[src/design/cis_pkg.sv]
// Package of constants for the channel interrupt summary block
// Overview of operation
// - Summary reg 3 bits 7..0 report channels 24 down to 17.
// - Channel flag reads 1 while any enabled interrupt of channel is pending.
// - Summary reg 4 bits 3..0 report channels 28 down to 25.
// - Summary reg 4 bit 7 reports extra channel 0; bits 6..4 reserved.
// - Second tick status is meaningful only while its mask bit is 0.
// - Second tick expiry sets status only while gcfg bit 0 is 0; it raises the interrupt pin only if imask bit 0 is also 1.
// - Writing 1 clears second tick status; reset value is 0.
package cis_pkg;
  localparam logic [11:0] CIS_OFF_SUM3   = 12'h340;
  localparam logic [11:0] CIS_OFF_SUM4   = 12'h380;
  localparam logic [11:0] CIS_OFF_TICK   = 12'h3c0;
  localparam logic [11:0] CIS_OFF_GCFG   = 12'h3c4;
  localparam logic [11:0] CIS_OFF_ISTAT  = 12'h3c8;
  localparam logic [11:0] CIS_OFF_IMASK  = 12'h3cc;
  localparam int          CIS_CH_N       = 12;
  localparam int          CIS_SUM3_LO    = 17;
  localparam int          CIS_SUM4_LO    = 25;
  localparam int          CIS_SUM4_N     = 4;
  localparam int          CIS_XCH_BIT    = 7;
  localparam int          CIS_TICK_BIT   = 0;
  localparam int          CIS_TMASK_BIT  = 0;
  localparam logic [7:0]  CIS_RST_SUM    = 8'h00;
  localparam logic [7:0]  CIS_RST_GCFG   = 8'h00;
  localparam logic [7:0]  CIS_RST_IMASK  = 8'h00;
  localparam int          CIS_EV_N       = 2;
  localparam int          CIS_EV_TICK    = 0;
  localparam int          CIS_EV_CHAN    = 1;
  localparam int          CIS_CLK_MHZ    = 100;
  localparam int          CIS_SEC_MS     = 1000;
  localparam int          CIS_SEC_CYC    = CIS_SEC_MS * 1000 * CIS_CLK_MHZ;
endpackage

[src/design/cis_chan_or.sv]
// Per-channel OR of pending, unmasked interrupt sources
`timescale 1ns/1ps
module cis_chan_or
  import cis_pkg::*;
#(
  parameter int NCH = 13,
  parameter int NSRC = 4
) (
  input  wire logic [NCH*NSRC-1:0] src_pend,
  input  wire logic [NCH*NSRC-1:0] src_en,
  output logic      [NCH-1:0]      chan_flag
);
  // One flag per channel clears by itself once all sources clear
  always_comb begin
    for (int c = 0; c < NCH; c++) begin
      chan_flag[c] = |(src_pend[c*NSRC +: NSRC] &
                       src_en[c*NSRC +: NSRC]);
    end
  end
endmodule // cis_chan_or

[src/design/cis_top.sv]
// Channel interrupt summary registers and second tick status, APB slave
`timescale 1ns/1ps
module cis_top
  import cis_pkg::*;
#(
  parameter int NSRC    = 4,
  parameter int SEC_CYC = CIS_SEC_CYC
) (
  input  wire logic                   pclk,
  input  wire logic                   presetn,
  input  wire logic                   clk_en,
  input  wire logic                   psel,
  input  wire logic                   penable,
  input  wire logic                   pwrite,
  input  wire logic [11:0]            paddr,
  input  wire logic [31:0]            pwdata,
  input  wire logic [3:0]             pstrb,
  output logic      [31:0]            prdata,
  output logic                        pready,
  output logic                        pslverr,
  input  wire logic [13*NSRC-1:0]     src_pend,
  input  wire logic [13*NSRC-1:0]     src_en,
  output logic                        irq
);
  localparam int NCH = CIS_CH_N + 1;

  typedef struct packed {
    logic [7:0]  sum3;
    logic [7:0]  sum4;
    logic        tick_sts;
    logic [7:0]  gcfg;
    logic [1:0]  istat;
    logic [1:0]  imask;
    logic [31:0] sec_cnt;
    logic        any_chan;
    logic [31:0] rdata;
  } cis_state_s;

  cis_state_s s_q, s_d;
  logic [NCH-1:0] chan_flag;
  logic           acc;
  logic           wr;
  logic           rd;
  logic           hit;
  logic           tick;
  logic           chan_rise;
  logic           clr_tick;
  logic [7:0]     sum3_n;
  logic [7:0]     sum4_n;

  // Map address to the decode hit
  function automatic logic addr_hit(input logic [11:0] a);
    return a == CIS_OFF_SUM3 || a == CIS_OFF_SUM4 || a == CIS_OFF_TICK ||
           a == CIS_OFF_GCFG || a == CIS_OFF_ISTAT || a == CIS_OFF_IMASK;
  endfunction

  // Bit b of lane 0, only when that byte lane is written
  function automatic logic wbit(input logic [31:0] d, input logic [3:0] st,
                                input int b);
    return st[0] & d[b];
  endfunction

  // Channels 17..28 at indices 0..11 plus extra channel 0 at index 12
  cis_chan_or #(
    .NCH  (NCH),
    .NSRC (NSRC)
  ) u_or (
    .src_pend  (src_pend),
    .src_en    (src_en),
    .chan_flag (chan_flag)
  );

  // Bus phases; answer in the access cycle, no wait states
  assign acc      = psel & penable & clk_en;
  assign wr       = acc & pwrite;
  assign rd       = psel & ~penable & ~pwrite & clk_en;
  assign hit      = addr_hit(paddr);
  assign pready   = 1'b1;
  assign pslverr  = psel & penable & ~hit;
  assign prdata   = s_q.rdata;
  assign tick     = (s_q.sec_cnt == 32'(SEC_CYC - 1));
  assign clr_tick = wr && paddr == CIS_OFF_TICK &&
                    wbit(pwdata, pstrb, CIS_TICK_BIT);

  // Pack channel flags into the two summary layouts
  always_comb begin
    sum3_n = chan_flag[7:0];
    sum4_n = 8'h00; // reserved bits read 0
    sum4_n[CIS_SUM4_N-1:0] = chan_flag[11:8];
    sum4_n[CIS_XCH_BIT] = chan_flag[12];
  end
  assign chan_rise = (|chan_flag) & ~s_q.any_chan;

  // Next state; the set of a sticky bit wins over a same-cycle clear
  always_comb begin
    s_d = s_q;
    if (clk_en) begin
      s_d.sum3 = sum3_n;
      s_d.sum4 = sum4_n;
      s_d.any_chan = |chan_flag;
      s_d.sec_cnt = tick ? 32'h0 : s_q.sec_cnt + 32'h1;
      if (clr_tick) s_d.tick_sts = 1'b0;
      // Expiry is only flagged while unmasked in the config register
      if (tick && !s_q.gcfg[CIS_TMASK_BIT]) s_d.tick_sts = 1'b1;
      if (wr && paddr == CIS_OFF_GCFG && pstrb[0]) s_d.gcfg = pwdata[7:0];
      if (wr && paddr == CIS_OFF_IMASK && pstrb[0])
        s_d.imask = pwdata[CIS_EV_N-1:0];
      if (wr && paddr == CIS_OFF_ISTAT && pstrb[0])
        s_d.istat = s_q.istat & ~pwdata[CIS_EV_N-1:0];
      if (tick && !s_q.gcfg[CIS_TMASK_BIT]) s_d.istat[CIS_EV_TICK] = 1'b1;
      if (chan_rise) s_d.istat[CIS_EV_CHAN] = 1'b1;
      // Read data is captured in setup so it is a flop in access
      if (rd) begin
        case (paddr)
          CIS_OFF_SUM3:  s_d.rdata = {24'h0, s_q.sum3};
          CIS_OFF_SUM4:  s_d.rdata = {24'h0, s_q.sum4};
          CIS_OFF_TICK:  s_d.rdata = {31'h0, s_q.tick_sts};
          CIS_OFF_GCFG:  s_d.rdata = {24'h0, s_q.gcfg};
          CIS_OFF_ISTAT: s_d.rdata = {30'h0, s_q.istat};
          CIS_OFF_IMASK: s_d.rdata = {30'h0, s_q.imask};
          default:       s_d.rdata = 32'h0;
        endcase
      end
    end
  end

  // State register
  always_ff @(posedge pclk or negedge presetn) begin
    if (!presetn) begin
      s_q <= '{sum3: CIS_RST_SUM, sum4: CIS_RST_SUM, tick_sts: 1'b0,
               gcfg: CIS_RST_GCFG, istat: 2'h0, imask: 2'h0,
               sec_cnt: 32'h0, any_chan: 1'b0, rdata: 32'h0};
    end else begin
      s_q <= s_d;
    end
  end

  // Level interrupt while an unmasked sticky bit stands
  assign irq = |(s_q.istat & s_q.imask);

  a_sum3_map: assert property (@(posedge pclk) disable iff (!presetn)
    clk_en |=> s_q.sum3 == $past(chan_flag[7:0]))
    else $error("summary 3 mismatch");
  a_sum4_map: assert property (@(posedge pclk) disable iff (!presetn)
    clk_en |=> s_q.sum4[3:0] == $past(chan_flag[11:8]))
    else $error("summary 4 low mismatch");
  // Reserved bits and the extra channel bit checked together
  a_sum4_rsvd: assert property (@(posedge pclk) disable iff (!presetn)
    clk_en |=> (s_q.sum4[6:4] == 3'h0 &&
                s_q.sum4[7] == $past(chan_flag[12])))
    else $error("summary 4 high bits wrong");
  a_flag_clear: assert property (@(posedge pclk) disable iff (!presetn)
    (clk_en && chan_flag == '0) |=> (s_q.sum3 == 8'h0 && s_q.sum4 == 8'h0))
    else $error("flag stays with no pending");
  a_flag_or: assert property (@(posedge pclk) disable iff (!presetn)
    chan_flag[0] == |(src_pend[NSRC-1:0] & src_en[NSRC-1:0]))
    else $error("channel OR wrong");
  a_tick_set: assert property (@(posedge pclk) disable iff (!presetn)
    (clk_en && tick && !s_q.gcfg[0]) |=> s_q.tick_sts ##1 1'b1)
    else $error("tick status not set");
  // A masked expiry must not raise a status bit that was clear
  a_tick_mask: assert property (@(posedge pclk) disable iff (!presetn)
    (clk_en && tick && s_q.gcfg[0] && !s_q.tick_sts) |=> !s_q.tick_sts)
    else $error("masked tick set status");
  a_tick_clr: assert property (@(posedge pclk) disable iff (!presetn)
    (clr_tick && !tick) |=> !s_q.tick_sts)
    else $error("tick status not cleared");
  a_irq_level: assert property (@(posedge pclk) disable iff (!presetn)
    $rose(s_q.istat[0]) && s_q.imask[0] |-> irq)
    else $error("irq missing");

  // Config and mask writes land at the access edge
  a_gcfg_write: assert property (@(posedge pclk) disable iff (!presetn)
    (wr && paddr == CIS_OFF_GCFG && pstrb[0])
      |=> s_q.gcfg == $past(pwdata[7:0]))
    else $error("config write lost");
  a_imask_write: assert property (@(posedge pclk) disable iff (!presetn)
    (wr && paddr == CIS_OFF_IMASK && pstrb[0])
      |=> s_q.imask == $past(pwdata[1:0]))
    else $error("mask write lost");
  // Write one clears the channel event unless a new rise arrives
  a_istat_clear: assert property (@(posedge pclk) disable iff (!presetn)
    (wr && paddr == CIS_OFF_ISTAT && pstrb[0] && pwdata[1] && !chan_rise)
      |=> !s_q.istat[1])
    else $error("event status not cleared");
  a_chan_event: assert property (@(posedge pclk) disable iff (!presetn)
    (clk_en && chan_rise) |=> s_q.istat[1])
    else $error("channel event lost");
  // Frozen clock enable keeps every state bit
  a_enable_hold: assert property (@(posedge pclk) disable iff (!presetn)
    !clk_en |=> s_q == $past(s_q))
    else $error("state moved while frozen");
  // Second counter wraps at the period end and steps otherwise
  a_count_wrap: assert property (@(posedge pclk) disable iff (!presetn)
    (clk_en && tick) |=> s_q.sec_cnt == 32'h0)
    else $error("second counter did not wrap");
  a_count_step: assert property (@(posedge pclk) disable iff (!presetn)
    (clk_en && !tick) |=> s_q.sec_cnt == $past(s_q.sec_cnt) + 32'h1)
    else $error("second counter did not step");
  // Read data is taken in setup and stands through access
  a_read_sum3: assert property (@(posedge pclk) disable iff (!presetn)
    (rd && paddr == CIS_OFF_SUM3) |=> prdata == {24'h0, $past(s_q.sum3)})
    else $error("summary 3 read wrong");
  a_read_unmap: assert property (@(posedge pclk) disable iff (!presetn)
    (rd && !hit) |=> prdata == 32'h0)
    else $error("unmapped read not zero");
  a_err_unmap: assert property (@(posedge pclk) disable iff (!presetn)
    (psel && penable && !hit) |-> pslverr)
    else $error("unmapped access not refused");

  c_tick: cover property (@(posedge pclk) disable iff (!presetn)
    $rose(s_q.tick_sts));
  c_clear: cover property (@(posedge pclk) disable iff (!presetn)
    clr_tick && s_q.tick_sts);
  c_chan: cover property (@(posedge pclk) disable iff (!presetn)
    $rose(s_q.sum4[7]));
endmodule // cis_top

[config.mk]
export PLATFORM = sky130hd
export DESIGN_NAME = cis_top
export DESIGN_NICKNAME = d
export VERILOG_FILES = /design/src/design/cis_pkg.sv /design/src/design/cis_chan_or.sv /design/src/design/cis_top.sv
export SDC_FILE = /design/constraint.sdc
export NUM_CORES = 1
export LEC_CHECK = 0
export BUFFER_PORTS_ARGS = -buffer_cell sky130_fd_sc_hd__buf_2
export CORE_ASPECT_RATIO = 0.5
export CORE_UTILIZATION = 35
export CTS_BUF_LIST = sky130_fd_sc_hd__clkbuf_4 sky130_fd_sc_hd__clkbuf_8 sky130_fd_sc_hd__clkbuf_16
export CTS_CLUSTER_SIZE = 20
export DETAILED_ROUTE_END_ITERATION = 12
export HOLD_SLACK_MARGIN = 0.03
export RECOVER_POWER = 25
export SYNTH_ARGS = -nofsm -noshare
export SYNTH_HDL_FRONTEND = slang
export SYNTH_SLANG_ARGS = --single-unit
[constraint.sdc]
create_clock -name pclk -period 3.8 [get_ports pclk]
set_input_delay 0.19 -clock pclk [delete_from_list [all_inputs] [get_ports pclk]]
set_output_delay 0.19 -clock pclk [all_outputs]
set_load 0.1 [all_outputs]
==> flow_summary.json <==
{
  "p_total_mw": 2.02,
  "initial_core_util": 0.361,
  "regToRegStartpoint": "s_q[36]",
  "synth_seq_cells": 67,
  "path_cells": "clkbuf_1 > inv_1 > nor4b_2 > buf_4 > mux2_2",
  "final_hold_viol_count": 0,
  "use_met1": 0.215,
  "yosysSeqAreaShare": 0.454,
  "finalWirelength_mm": 8.39,
  "maxSlewViolCount": 39,
  "die_area_mm2": 0.0110,
  "finalSetupViolCount": 0,
  "synth_top_cells_by_area": "dfrtp_1 45%, buf_4 6.7%, nor2_1 4.7%",
  "ys_warn_count": 0,
  "cts.sinks": 67,
  "clk_pin_slew_ns": 0.05,
  "cts_resized": 0,
  "htree_levels": 3,
  "coreArea_mm2": 0.0102,
  "netlist_area_mm2": 0.00369,
  "hold_path.class": "in2reg",
  "synth_top_cells_by_count": "67 x dfrtp_1, 46 x nor2_1, 33 x buf_4, 27 x nand2_1, 21 x a21oi_1",
  "route.detailed.drc": 0,
  "ff2ff_path_depth": 6,
  "cp_num_buf_inv": 3,
  "syn_to_final_growth_pct": 25.8,
  "antenna_found_initial": 0,
  "tightest_slew_ns": 1.99,
  "clk_path_buf_depth": 2,
  "crit_fanout": 37,
  "vdd_drop_max_v": 0.000166,
  "start_kind": "input port",
  "yosysUniqueCellTypes": 45,
  "cts_setup_buffers": 0,
  "tns_ns": 0,
  "slowest_stage": "clkbuf_1",
  "die_x_um": 147,
  "worst-setup-path-type": "in2reg",
  "port_buffers": 140,
  "period_share": 0.616,
  "numCtsBuffers": 9,
  "grt.busiest_layer": "met2",
  "insertion_delay_ns": 0.33,
  "p_leak_nw": 2.26,
  "place_ws_ns": 1.34,
  "dr_total_vias": 3127,
  "power_density_mw_per_mm2": 435,
  "synth_edf_count": 0,
  "met2_usage": 0.243,
  "ant_nets": 0,
  "finalCriticalPeriod_ns": 2.34,
  "cts-root-buf": "clkbuf_16",
  "cpLargestDelayFamily": "buffers and inverters",
  "diodes": 0,
  "rsz0062_at_grt": "no",
  "rows": 26,
  "synth_area_per_cell_um2": 9.95,
  "finClkSkew_ns": 0.00384,
  "worstSetupEndpointType": "flop",
  "arrival_ns": 2.55,
  "dpl.hpwl_mm": 6.42,
  "min_path_cells": 2,
  "io_pins": 193,
  "violations": "capacitance limit, slew limit",
  "status": "finished, violations left",
  "rrSetupSlack_ns": 1.75,
  "layout-drive-gt1-share": 0.350,
  "fin_nets": 664,
  "synthCells": 371,
  "ctsHoldBuffers": 1,
  "fmax_mhz": 427,
  "hp-start": "pwdata[5]",
  "via_per_inst": 4.83,
  "grt_pass1_vias": 2769,
  "r2r_end": "s_q[63]",
  "wl_per_cell_um": 13.0,
  "yosys.area.top_type": "dfrtp_1",
  "cts_tree": "yes",
  "fin_ws_ns": 1.46,
  "overflow": 0,
  "yosysMostFrequentCell": "dfrtp_1",
  "grt_first_pass_wirelength_mm": 13.3,
  "dr.pass1.iters": 4,
  "async_flop_share": 1.00,
  "die_height_um": 74.6,
  "synth_flop_cell": "dfrtp_1",
  "hold_end": "s_q[74]",
  "required_ns": 4.01,
  "grt_use_met3": 0.0466,
  "maxCapViolCount": 1,
  "relSlewSlack": -0.329,
  "grtUsageTotal": 0.158,
  "cp_slowest_stage_delay_ns": 1.03,
  "grt_max_degree": 39,
  "gp_congestion": 0.828,
  "synth_top_cell_area_share": 0.454,
  "whs_ns": 0.101,
  "drt_first_iter_violations": 138
}
-- sequential cells by signal, indices dropped and copies added (netlist names) --
name	cells
prdata	8
s_q	59
-- per-layer routing --
metal | vias up | wire length (µm) | part of all wire
met2 | 88 | 3940 | 0.47
met3 | 10 | 426 | 0.051
met1 | 1478 | 3950 | 0.47
met4 | 0 | 82 | 0.0098
met5 | - | 0 | 0
li1 | 1551 | - | -
-- how the worst max path moves through the flow --
stage / startpoint / end / slack, ns / cells after the start
global route: presetn / s_q[76] / 1.02 / 3
global placement: paddr[11] / s_q[73] / 1.38 / 7
detailed placement: paddr[11] / s_q[69] / 1.34 / 7
floorplan: paddr[3] / pslverr / 1.52 / 3
CTS: paddr[11] / s_q[70] / 1.69 / 7
finish: clk_en / prdata[7] / 1.46 / 5
-- area by class of cell --
cell class              instances  area, µm²
fillers                       987       5570
clock buffers                  11        253
multi-input cells             280       1780
well taps                     140        175
inverters                       3       11.3
repair buffers                144        731
clock inverters                 3       15.0
flip-flops and latches         67       1680
-- layout by cell type (no fill, tap or decap), drive strengths merged --
cell / count
dfrtp: 67
xor2: 17
a21oi: 21
buf: 141
o21ai: 8
o221a: 1
and2: 3
clkinv: 3
a32oi: 3
nand2: 27
a22o: 19
xnor2: 12
inv: 3
nor3: 6
nor2b: 2
maj3: 1
nor4: 3
nand4: 10
and3: 11
and4: 4
ha: 1
nand3b: 2
nor2: 46
nand3: 19
a21o: 1
dlygate4sd3: 1
a221oi: 12
a31oi: 1
nor4b: 3
mux2: 14
or4: 1
conb: 25
o31ai: 1
and3b: 1
clkbuf: 13
a22oi: 5
-- where the power goes --
group	switching (mW)	leakage, nW	internal [mW]
clock network	0.279	0.137	0.465
registers	0.0457	0.854	0.774
logic	0.330	1.27	0.124
-- per-stage QoR --
| stage | util | instance area [µm²] | cells |
|---|---|---|---|
| 3_3_place_gp | 0.427 | 4370 | 633 |
| 6_report | 0.454 | 4640 | 648 |
| 3_5_place_dp | 0.427 | 4370 | 633 |
| 4_1_cts | 0.455 | 4640 | 648 |
| 5_1_grt | 0.454 | 4640 | 648 |
| 2_1_floorplan | - | 3780 | 394 |
-- logic make-up (layout without fill, tap and decap cells) --
| logic type | after synthesis | count (layout) | share of synthesized area |
|---|---|---|---|
| XOR/XNOR | 29 | 29 | 0.0688 |
| flip-flops | 67 | 67 | 0.454 |
| buffers and inverters | 47 | 161 | 0.0882 |
| AND/OR/NAND/NOR | 138 | 138 | 0.190 |
| adder cells (fa/ha/maj) | 2 | 2 | 0.00610 |
| AO/OA/AOI/OAI | 72 | 72 | 0.139 |
| other | 2 | 25 | 0.00204 |
| multiplexers | 14 | 14 | 0.0509 |
Note: power is estimated with default switching activity, not from simulation.
